$ cat src/rtl/lrr_pkg.sv
// Package for the literal/return/rotate execution slice.
// Assumes a 14-bit instruction word, 8-bit data path, 7-bit file address.
package lrr_pkg;
    localparam int          INSN_W         = 14;
    localparam int          DATA_W         = 8;
    localparam int          FADDR_W        = 7;
    localparam int          PC_W           = 13;
    // Opcode fields
    localparam logic [3:0]  OPC_LIT_MOVE   = 4'hc;   // 11 00xx
    localparam logic [3:0]  OPC_LIT_RET    = 4'hd;   // 11 01xx
    localparam logic [5:0]  OPC_ROT_LEFT   = 6'h0d;  // 00 1101
    localparam logic [6:0]  OPC_STORE_W    = 7'h01;  // 00 0000 1
    localparam int          OPC4_LSB       = 10;
    localparam int          OPC6_LSB       = 8;
    localparam int          OPC7_LSB       = 7;
    localparam int          DEST_BIT       = 7;
    // Reset values
    localparam logic [7:0]  WORK_RST       = 8'h00;
    localparam logic        CARRY_RST      = 1'b0;
    // Cycle counts
    localparam int          RET_CYCLES     = 2;

    typedef enum logic [2:0] {
        LRR_OP_NONE,
        LRR_OP_LOAD_LITERAL,
        LRR_OP_RETURN_LITERAL,
        LRR_OP_ROTATE_LEFT,
        LRR_OP_STORE_WORK
    } lrr_op_t;

    typedef struct packed {
        logic               we;
        logic [6:0]         addr;
        logic [7:0]         data;
    } lrr_file_wr_t;
endpackage : lrr_pkg

$ cat src/rtl/lrr_decode.sv
// Instruction decoder for the execution slice.
// Assumes a fetched word that is stable for the whole cycle.
`timescale 1ns/1ps
module lrr_decode
    import lrr_pkg::*;
(
    // Instruction
    input  wire logic [13:0]    insn,
    // Decoded fields
    output lrr_pkg::lrr_op_t    op,
    output logic [7:0]          literal,
    output logic [6:0]          faddr,
    output logic                dest_file
);
    always_comb begin
        literal   = insn[7:0];
        faddr     = insn[6:0];
        dest_file = insn[DEST_BIT];
        // Bits 9:8 are never looked at for literal forms
        if (insn[13:OPC4_LSB] == OPC_LIT_MOVE) begin
            op = LRR_OP_LOAD_LITERAL;
        end else if (insn[13:OPC4_LSB] == OPC_LIT_RET) begin
            op = LRR_OP_RETURN_LITERAL;
        end else if (insn[13:OPC6_LSB] == OPC_ROT_LEFT) begin
            op = LRR_OP_ROTATE_LEFT;
        end else if (insn[13:OPC7_LSB] == OPC_STORE_W) begin
            op = LRR_OP_STORE_WORK;
        end else begin
            op = LRR_OP_NONE;
        end
    end
endmodule : lrr_decode

$ cat src/rtl/lrr_exec.sv
// Execution slice: literal load, return with literal, store W, rotate left.
// Assumes the core supplies a fetched word each cycle, a combinational
// file read port and a return stack that pops on a one-cycle strobe.
`timescale 1ns/1ps
module lrr_exec
    import lrr_pkg::*;
(
    // Clock and reset
    input  wire logic                   clk_sys,
    input  wire logic                   sys_rst,
    // Instruction fetch
    input  wire logic [13:0]            insn,
    input  wire logic                   insn_valid,
    // Return stack
    input  wire logic [12:0]            stack_top_entry,
    output logic                        stack_pop,
    output logic                        pc_load,
    output logic [12:0]                 pc_new,
    output logic                        fetch_flush,
    // File register port
    output logic [6:0]                  file_raddr,
    input  wire logic [7:0]             file_rdata,
    output lrr_pkg::lrr_file_wr_t       file_wr,
    // Core state
    output logic [7:0]                  work_q,
    output logic                        carry_q,
    output logic                        busy
);
    import lrr_pkg::*;

    lrr_op_t        op;
    logic [7:0]     literal;
    logic [6:0]     faddr;
    logic           dest_file;
    logic           flush_q;
    logic           exec;
    logic [7:0]     rot_val;
    logic [12:0]    pc_new_q;
    logic           pc_load_q;
    lrr_file_wr_t   file_wr_q;

    initial begin
        if (RET_CYCLES != 2) begin
            $error("lrr_exec supports a two-cycle return only");
        end
    end

    lrr_decode u_decode (
        .insn      (insn),
        .op        (op),
        .literal   (literal),
        .faddr     (faddr),
        .dest_file (dest_file)
    );

    // Second cycle of a return executes nothing: prefetched word is dropped
    assign exec        = insn_valid && !flush_q;
    assign file_raddr  = faddr;
    assign rot_val     = {file_rdata[6:0], carry_q};
    assign stack_pop   = exec && (op == LRR_OP_RETURN_LITERAL);
    assign fetch_flush = stack_pop;
    assign busy        = flush_q;
    assign pc_load     = pc_load_q;
    assign pc_new      = pc_new_q;
    assign file_wr     = file_wr_q;

    // Return sequencing
    always_ff @(posedge clk_sys) begin
        if (sys_rst) begin
            flush_q   <= 1'b0;
            pc_load_q <= 1'b0;
            pc_new_q  <= '0;
        end else begin
            flush_q   <= stack_pop;
            pc_load_q <= stack_pop;
            if (stack_pop) begin
                pc_new_q <= stack_top_entry;
            end
        end
    end

    // Working register
    always_ff @(posedge clk_sys) begin
        if (sys_rst) begin
            work_q <= WORK_RST;
        end else if (exec) begin
            case (op)
                LRR_OP_LOAD_LITERAL: begin
                    work_q <= literal;
                end
                LRR_OP_RETURN_LITERAL: begin
                    work_q <= literal;
                end
                LRR_OP_ROTATE_LEFT: begin
                    if (!dest_file) begin
                        work_q <= rot_val;
                    end
                end
                default: begin
                end
            endcase
        end
    end

    // Carry: only rotate touches flags
    always_ff @(posedge clk_sys) begin
        if (sys_rst) begin
            carry_q <= CARRY_RST;
        end else if (exec && op == LRR_OP_ROTATE_LEFT) begin
            carry_q <= file_rdata[7];
        end
    end

    // File write strobe, registered so data comes from flops
    always_ff @(posedge clk_sys) begin
        if (sys_rst) begin
            file_wr_q <= '0;
        end else begin
            file_wr_q.we   <= 1'b0;
            file_wr_q.addr <= faddr;
            file_wr_q.data <= work_q;
            if (exec && op == LRR_OP_STORE_WORK) begin
                file_wr_q.we <= 1'b1;
            end else if (exec && op == LRR_OP_ROTATE_LEFT && dest_file) begin
                file_wr_q.we   <= 1'b1;
                file_wr_q.data <= rot_val;
            end
        end
    end
endmodule : lrr_exec

$ cat config.mk
export PLATFORM = sky130hd
export DESIGN_NAME = lrr_exec
export DESIGN_NICKNAME = d
export VERILOG_FILES = /design/src/rtl/lrr_pkg.sv /design/src/rtl/lrr_decode.sv /design/src/rtl/lrr_exec.sv
export SDC_FILE = /design/constraint.sdc
export NUM_CORES = 1
export LEC_CHECK = 0
export BUFFER_PORTS_ARGS = -buffer_cell sky130_fd_sc_hd__buf_4
export CORE_MARGIN = 2
export CORE_UTILIZATION = 44
export CTS_CLUSTER_SIZE = 30
export DETAILED_ROUTE_END_ITERATION = 8
export GPL_ROUTABILITY_DRIVEN = 1
export GPL_TIMING_DRIVEN = 0
export PLACE_DENSITY_LB_ADDON = 0.3
export SLEW_MARGIN = 5
export SYNTH_ARGS = -nofsm -noshare
export SYNTH_HDL_FRONTEND = slang
export SYNTH_SLANG_ARGS = --single-unit
$ cat constraint.sdc
create_clock -name clk_sys -period 1.8 [get_ports clk_sys]
set_clock_uncertainty 0.05 [all_clocks]
set_input_delay 0.18 -clock clk_sys [delete_from_list [all_inputs] [get_ports clk_sys]]
set_output_delay 0.18 -clock clk_sys [all_outputs]
set_load 0.02 [all_outputs]
==> impl_metrics.yaml, run 1 <==
routing:
  vias: 1490
  dr_wl_met2_um: 1900
  first_pass_iters: 4
  drt-total-wl_um: 3790
  wire_per_inst_um: 12.1
  drtIter0Drc: 42
  route.detailed.drc: 0
  met1_length_um: 1490
  top_layer: "met4"
  ant_nets: 0
  avgViaCountPerCell: 4.78
  met3_wirelength_um: 355
grt:
  track_usage_pct: 19.8
  overflow: 0
  grt_max_degree: 13
  grt_pass1_wl_um: 6420
  grt_pass1_vias: 1476
  antenna_found_initial: 0
power:
  p_comb_share_pct: 16.6
  powerDensity_nw_per_um2: 690
  p_leak_uw: 0.00115
  p_seq_share_pct: 53.3
  p_sw_share_pct: 25.2
  p_switching_uw: 425
  vdd_drop_max_mv: 0.402
  p_int_uw: 1260
  p_clk_share_pct: 30.1
die:
  ios: 87
  start_util_pct: 47.0
  rows: 21
  die_area_um2: 4140
  core_um2: 3420
  die_w_um: 64.4
  die_h_um: 64.4
worst_hold_path:
  hold_start: "file_rdata[7]"
  holdCritPathClass: "in -> reg"
flow_run:
  cap_violations: 0
yosys:
  synth.top_cells.by_area: "dfxtp_1 49%, mux2i_1 10%, a21oi_1 6.2%"
  avgSynthCellArea_um2: 9.61
  ys_warn_count: 0
  synth-seq-area-share_pct: 48.7
  syn_inst: 167
  ys_types: 26
  syn_area_um2: 1600
  ys_ff_latch: 39
  synth_top_cell_by_area: "dfxtp_1"
  synth_top_area_share_pct: 48.7
  synth_fp_nets: 205
setup_path:
  critPathKind: "reg -> out"
  critPathLaunch: "pc_load"
  critPathCaptureType: "primary output"
  reg2reg_depth: 6
  timing.rr.start: "pc_load"
  r2r_end: "file_wr[6]"
  critPathLaunchType: "register"
  path_max_fanout: 8
  reg2reg_slack_ps: 220
  required_ps: 1570
  endpoint: "stack_pop"
  cp_data_arrival_time_ps: 1480
finish:
  finalNetCount: 303
  mostFrequentLayoutCells: "100 x buf_4, 38 x dfxtp_1, 26 x nand2_1"
  area_delta_synth_final_pct: 52.2
  mostFrequentLayoutCell: "buf_4"
  fin_cells: 312
  drive_above_1_share_pct: 47.7
  diodes: 0
  stdcell_area_um2: 2440
  final_core_util_pct: 71.5
cts:
  insertion_delay_ps: 330
  cts_tree: "yes"
  h-tree-depth: 2
  path_clk_slew_ps: 120
  cts.sinks: 39
  cts_max_path_buffers: 2
  root_buffer: "clkbuf_4"
  cts_inserted_buffers: 5
timing:
  setup_viol: 0
  worst_pin_slew_ps: 586
  max_freq_ghz: 0.584
  fin_crit_sh_pct: 95.1
  min_period_ps: 1710
  setup_ws_ps: 88.4
  slew_headroom_pct: 60.9
  fin_setup_tns_ps: 0
  maxSlewViolCount: 0
  hold_viol: 0
run_status:
  status: "finished clean"
placed_design:
  place_hpwl_um: 2870
  numPortBuffers: 85
  place.gp.congestion: 0.833
  placed_cells: 298
  dp_slack_ps: 51.7
  placed_cell_area_um2: 2300
==> registers in the layout, indices dropped and copies added (netlist names) <==
name     flops
file_wr     16
pc_new      13
work_q       8
carry_q      1
pc_load      1
==> worst max-delay path, stage by stage (launching register included) <==
cell and delay [ps]:
dfxtp_2 350, nor2b_1 110, clkbuf_4 160, nand3_4 100, inv_2 90, buf_6 120, buf_4 100, buf_4 120
==> cells by family (layout without fill, tap and decap cells) <==
family	count (synthesis)	count (layout)	synth area share [%]
buffers and inverters	23	122	8.89
DFF	39	39	48.7
and+or+nand+nor	57	57	17.8
AOI/OAI and AO/OA	32	32	14.7
muxes	16	16	9.98
==> through the flow <==
stage	hold slack, ps	power (µW)
after floorplan	258	1050
after global placement	361	1180
after detailed placement	370	1190
after CTS	7.58	1700
after global routing	6.30	1770
final	12.7	1680
==> layout make-up <==
class	count	area, µm²
fillers	282	975
flip-flops and latches	39	782
multi-input cells	105	693
repair buffers	91	686
plain buffers	20	139
clock buffers	7	65.1
well taps	46	57.6
inverters	3	11.3
clock inverters	1	7.51
==> per-layer routing <==
layer  GRT usage [%]  vias to the layer above
li1                -                      751
met1            21.6                      666
met2            35.5                       67
met3            7.39                        6
met4            5.59                        0
met5               0                        -
==> power groups by stage <==
stage / registers [µW] / logic (µW) / clock network [µW]
global placement: 918 / 267 / 0
CTS: 899 / 278 / 519
detailed placement: 918 / 272 / 0
global route: 902 / 302 / 566
floorplan: 948 / 103 / 0
finish: 898 / 279 / 507
==> how the worst min path moves through the flow <==
stage / endpoint / slack [ps] / cells past startpoint
2_1_floorplan: file_wr[10] / 260 / 1
3_3_place_gp: carry_q / 360 / 3
3_5_place_dp: file_wr[8] / 370 / 2
4_1_cts: carry_q / 8 / 3
5_1_grt: file_wr[14] / 6 / 2
6_report: carry_q / 10 / 3
==> cells in the mapped netlist <==
| library cell | number |
|---|---|
| nand2_1 | 26 |
| and3b_1 | 1 |
| nand4b_1 | 1 |
| nand3_1 | 3 |
| and2_4 | 1 |
| buf_6 | 2 |
| nor2_1 | 12 |
| a211oi_1 | 1 |
| a31o_4 | 1 |
| inv_1 | 2 |
| a41oi_1 | 1 |
| and2_1 | 1 |
| mux2i_1 | 16 |
| nor2b_1 | 8 |
| clkbuf_1 | 7 |
| a21o_1 | 1 |
| nor3_1 | 1 |
| dfxtp_1 | 39 |
| buf_4 | 11 |
| a211oi_2 | 7 |
| inv_2 | 1 |
| nand4_2 | 1 |
| a21oi_1 | 20 |
| nor3_4 | 1 |
| and3_4 | 1 |
| a31oi_1 | 1 |
==> timing repair <==
action                                  in CTS  in global routing
endpoints found under the setup margin       2                  1
hold endpoints to repair                     0                  1
setup buffers                                2                  3
hold buffers                                 0                  1
resized for setup                            4                  2
Power figures use the tool's default switching activity.
==> run 2: changes to the inputs <==
- PLACE_DENSITY_LB_ADDON: 0.3 -> 0.15
==> run 2 against run 1 <==
  * Count of clock-buffer cells in the layout unchanged
  * Combinational power shrank 2%
  * Flip-flop and latch count stayed put
  * Hold slack worse by 5.4 ps
  * Final cell count is 1.6% lower
  * First-iteration DRC count stayed put
  * Sequential power about the same
  * Register-to-register slack gained 90 ps
  * Via count decreased by 2.2%
  * Design area fell by 2.6%
  * Sequential share of layout area grew 0.79 points
  * Critical endpoint unchanged
  * Largest cell class is now flip-flops and latches
==> impl_metrics.yaml, run 2 (same netlist as run 1, synthesis figures left out) <==
finish:
  stdcell_area_um2: 2380
  area_delta_synth_final_pct: 48.3
  largest_reg_flops: 16
  diodes: 0
  mostFrequentLayoutCells: "97 x buf_4, 39 x dfxtp_1, 26 x nand2_1"
  fin_cells: 307
  drive_above_1_share_pct: 46.0
  mostFrequentLayoutCell: "buf_4"
  finalNetCount: 298
setup_path:
  critical-path-top-delay-family: "buffers and inverters"
  cp.depth: 6
  required_ps: 1570
  timing.rr.start: "pc_load"
  critPathCaptureType: "primary output"
  reg2reg_depth: 6
  critPathLaunchType: "register"
  reg2reg_slack_ps: 310
  path_max_fanout: 6
  critPathSlowestCell: "dfxtp_1"
  critPathLaunch: "pc_load"
  cp_cell_sequence: "nor2b_1 -> clkbuf_4 -> nand3_4 -> inv_6 -> buf_4 -> buf_4"
  cp_data_arrival_time_ps: 1430
  path_buf_inv: 4
  critPathKind: "reg -> out"
  cpPeakStageDelay_ps: 350
  cp_common_cell: "buf_4"
die:
  ios: 87
  die_area_um2: 4140
  die_w_um: 64.4
  die_h_um: 64.4
  rows: 21
  core_um2: 3420
  start_util_pct: 47.0
flow_run:
  cap_violations: 0
placed_design:
  placed_cells: 298
  place.gp.congestion: 0.717
  numPortBuffers: 85
  placed_cell_area_um2: 2300
  place_hpwl_um: 2790
routing:
  drt-total-wl_um: 3800
  drtIter0Drc: 42
  route.detailed.drc: 0
  vias: 1457
  avgViaCountPerCell: 4.75
  ant_nets: 0
  wire_per_inst_um: 12.4
  first_pass_iters: 4
timing:
  fin_crit_sh_pct: 92.2
  slew_headroom_pct: 58.6
  fin_setup_tns_ps: 0
  min_period_ps: 1660
  max_freq_ghz: 0.603
  rsz0062_at_grt: "false"
  worst_pin_slew_ps: 621
  hold_viol: 0
  hold_ws_ps: 7.29
  maxSlewViolCount: 0
  setup_viol: 0
grt:
  overflow: 0
  grt_max_degree: 12
  grt_pass1_vias: 1472
  track_usage_pct: 19.8
  grt_pass1_wl_um: 6440
  antenna_found_initial: 0
cts:
  insertion_delay_ps: 340
  path_clk_slew_ps: 110
  cts.sinks: 39
  cts_tree: "yes"
  h-tree-depth: 2
  cts_inserted_buffers: 5
  cts_max_path_buffers: 2
  root_buffer: "clkbuf_4"
run_status:
  status: "finished clean"
power:
  vdd_drop_max_mv: 0.449
  p_leak_uw: 0.00111
  powerDensity_nw_per_um2: 673
  power.total_uw: 1600
worst_hold_path:
  holdCritPathClass: "in -> reg"
  holdPathStages: 2
  hold_start: "insn[5]"
-- run 2: worst paths after layout --
kind,endpoint
worst min-delay path,file_wr[13]
worst max register to register,pc_new[8]
worst min register to register,pc_new[5]
worst max-delay path,stack_pop
-- run 2: power breakdown --
| group | leakage, µW | internal, µW | switching [µW] | total [µW] |
|---|---|---|---|---|
| Sequential | 0.000317 | 887 | 11.4 | 898 |
| Clock | 0.0000293 | 152 | 275 | 427 |
| Combinational | 0.000765 | 140 | 135 | 274 |
-- run 2: area by class of cell --
cell class	count	area, µm²
multi-input cells	105	693
inverters	3	16.3
clock inverters	1	5.00
fillers	296	1040
repair buffers	87	653
well taps	46	57.6
flip-flops and latches	39	781
plain buffers	19	128
clock buffers	7	45.0
-- run 2: timing repair --
action                                  CTS  global route
setup buffers                             2             0
endpoints found under the setup margin    2             1
hold buffers                              0             0
cloned                                    0             0
resized for setup                         5             1
hold endpoints to repair                  0             0
-- run 2: metrics by stage --
step / utilization, % / setup WS [ps]
final: 69.6 / 141
after global routing: 69.6 / 60.0
after CTS: 69.4 / 70.8
after detailed placement: 67.3 / 75.7
after global placement: 67.3 / 46.5
after floorplan: - / 229
-- run 2: per-layer routing --
metal  vias to the layer above  global-route usage (%)  share of wire (%)
met3                         6                    6.51                8.0
li1                        742                       -                  -
met4                         0                    6.38                1.3
met5                         -                       0                  0
met1                       656                    21.6                 41
met2                        53                    35.9                 49
==> run 3: changes to the inputs <==
==> constraint.sdc (replaced) <==
create_clock -name clk_sys -period 1.8 [get_ports clk_sys]
set_clock_uncertainty 0.05 [all_clocks]
set_input_delay 0.36 -clock clk_sys [delete_from_list [all_inputs] [get_ports clk_sys]]
set_output_delay 0.36 -clock clk_sys [all_outputs]
set_load 0.02 [all_outputs]
==> run 3 against run 2 <==
  * Maximum frequency down 3.8%
  * Wire length up 2.5%
  * Register-to-register slack worse by 60 ps
  * Flip-flop and latch count unchanged
  * Combinational power up 1%
  * Design area up 1.3%
  * Count of clock-buffer cells in the layout unchanged
  * Sequential share of layout area down 0.37 points
  * Clock power about the same
  * Critical path depth unchanged
  * Highest routed layer unchanged
==> impl_metrics.yaml, run 3 (same netlist as run 1, synthesis figures left out) <==
run_status:
  status: "finished clean"
setup_path:
  critPathCaptureType: "primary output"
  reg2reg_depth: 6
  critPathLaunchType: "register"
  cp_data_arrival_time_ps: 1310
  critPathSlowestCell: "dfxtp_2"
  required_ps: 1390
  r2r_end: "file_wr[5]"
  critPathKind: "reg -> out"
  timing.rr.start: "pc_load"
  cpPeakStageDelay_ps: 350
  cp_common_cell: "buf_4"
  reg2reg_slack_ps: 250
  cp_cell_sequence: "nor2b_1 -> buf_4 -> nand3_4 -> inv_6 -> buf_4 -> buf_4"
  path_max_fanout: 4
die:
  die_area_um2: 4140
  die_h_um: 64.4
  ios: 87
  core_um2: 3420
  rows: 21
  die_w_um: 64.4
  start_util_pct: 47.0
grt:
  grt_pass1_wl_um: 6530
  grt_pass1_vias: 1476
  grt_max_degree: 12
  overflow: 0
  track_usage_pct: 20.1
  antenna_found_initial: 0
cts:
  path_clk_slew_ps: 110
  cts.sinks: 39
  root_buffer: "clkbuf_4"
  h-tree-depth: 2
  cts_max_path_buffers: 2
  cts_tree: "yes"
  insertion_delay_ps: 340
  cts_inserted_buffers: 5
routing:
  vias: 1489
  wire_per_inst_um: 12.5
  drtIter0Drc: 31
  drt-total-wl_um: 3890
  route.detailed.drc: 0
  ant_nets: 0
  first_pass_iters: 4
  avgViaCountPerCell: 4.79
placed_design:
  numPortBuffers: 85
  placed_cell_area_um2: 2300
  place_hpwl_um: 2790
  place.gp.congestion: 0.717
worst_hold_path:
  holdPathEnd: "file_wr[8]"
  holdCritPathClass: "in -> reg"
  holdPathStages: 2
  hold_start: "insn[0]"
timing:
  rsz0062_at_grt: "false"
  worst_pin_slew_ps: 627
  slew_headroom_pct: 58.2
  max_freq_ghz: 0.580
  hold_ws_ps: 191
  fin_crit_sh_pct: 95.8
  hold_viol: 0
  maxSlewViolCount: 0
  min_period_ps: 1720
  setup_viol: 0
finish:
  fill_cells: 291
  mostFrequentLayoutCell: "buf_4"
  diodes: 0
  mostFrequentLayoutCells: "102 x buf_4, 38 x dfxtp_1, 26 x nand2_1"
  drive_above_1_share_pct: 47.2
  finalNetCount: 302
  largest_reg_flops: 16
  area_delta_synth_final_pct: 50.2
  stdcell_area_um2: 2410
flow_run:
  cap_violations: 0
power:
  powerDensity_nw_per_um2: 666
  vdd_drop_max_mv: 0.454
  p_leak_uw: 0.00113
## run 3: per-stage QoR
step | util [%] | power (µW) | cells | setup TNS (ps) | worst slack, ps
final | 70.5 | 1600 | 311 | 0 | 75.9
after global routing | 70.5 | 1670 | 311 | 0 | 17.9
after CTS | 69.9 | 1610 | 308 | 0 | 2.49
after detailed placement | 67.3 | 1190 | 298 | -376 | -230
after global placement | 67.3 | 1190 | 298 | -436 | -260
after floorplan | - | 1050 | 167 | 0 | 49.4
## run 3: where the power goes
part | switching, µW | internal (µW)
Combinational | 136 | 142
Clock | 275 | 152
Sequential | 11.6 | 887
## run 3: timing repair
item	CTS	global route
buffers inserted	3	3
gates resized for setup	7	1
endpoints found under the setup margin	2	1
pin swaps	0	1
endpoints found under the hold margin	0	0
hold buffers	0	0
## run 3: cell type report
class	count	area, µm²	share of cell area [%]
Buffer	19	128	5.30
Clock inverter	1	5.00	0.208
Clock buffer	7	45.0	1.87
Inverter	3	16.3	0.675
Multi-Input combinational cell	105	693	28.8
Timing Repair Buffer	91	683	28.3
Sequential cell	39	782	32.5
Tap cell	46	57.6	2.39
## run 3: worst max path at each step
stage | from | endpoint | slack, ps | cells past startpoint
2_1_floorplan | pc_load | stack_pop | 50 | 6
3_3_place_gp | insn_valid | stack_pop | -260 | 8
3_5_place_dp | insn_valid | stack_pop | -230 | 8
4_1_cts | pc_load | stack_pop | 2 | 6
5_1_grt | pc_load | stack_pop | 20 | 6
6_report | pc_load | stack_pop | 80 | 6
## run 3: worst max-delay path, delay by kind of cell (launching register included)
family / cells / cell delay, ps
buf+inv: 4 / 420
simple gates: 2 / 200
flops: 1 / 350
## run 3: layer usage
layer	routed length, µm	GRT usage (%)	vias up
met2	1940	36.5	51
met5	0	0	-
met1	1600	22.2	679
li1	-	-	753
met3	297	6.51	6
met4	50	5.85	0
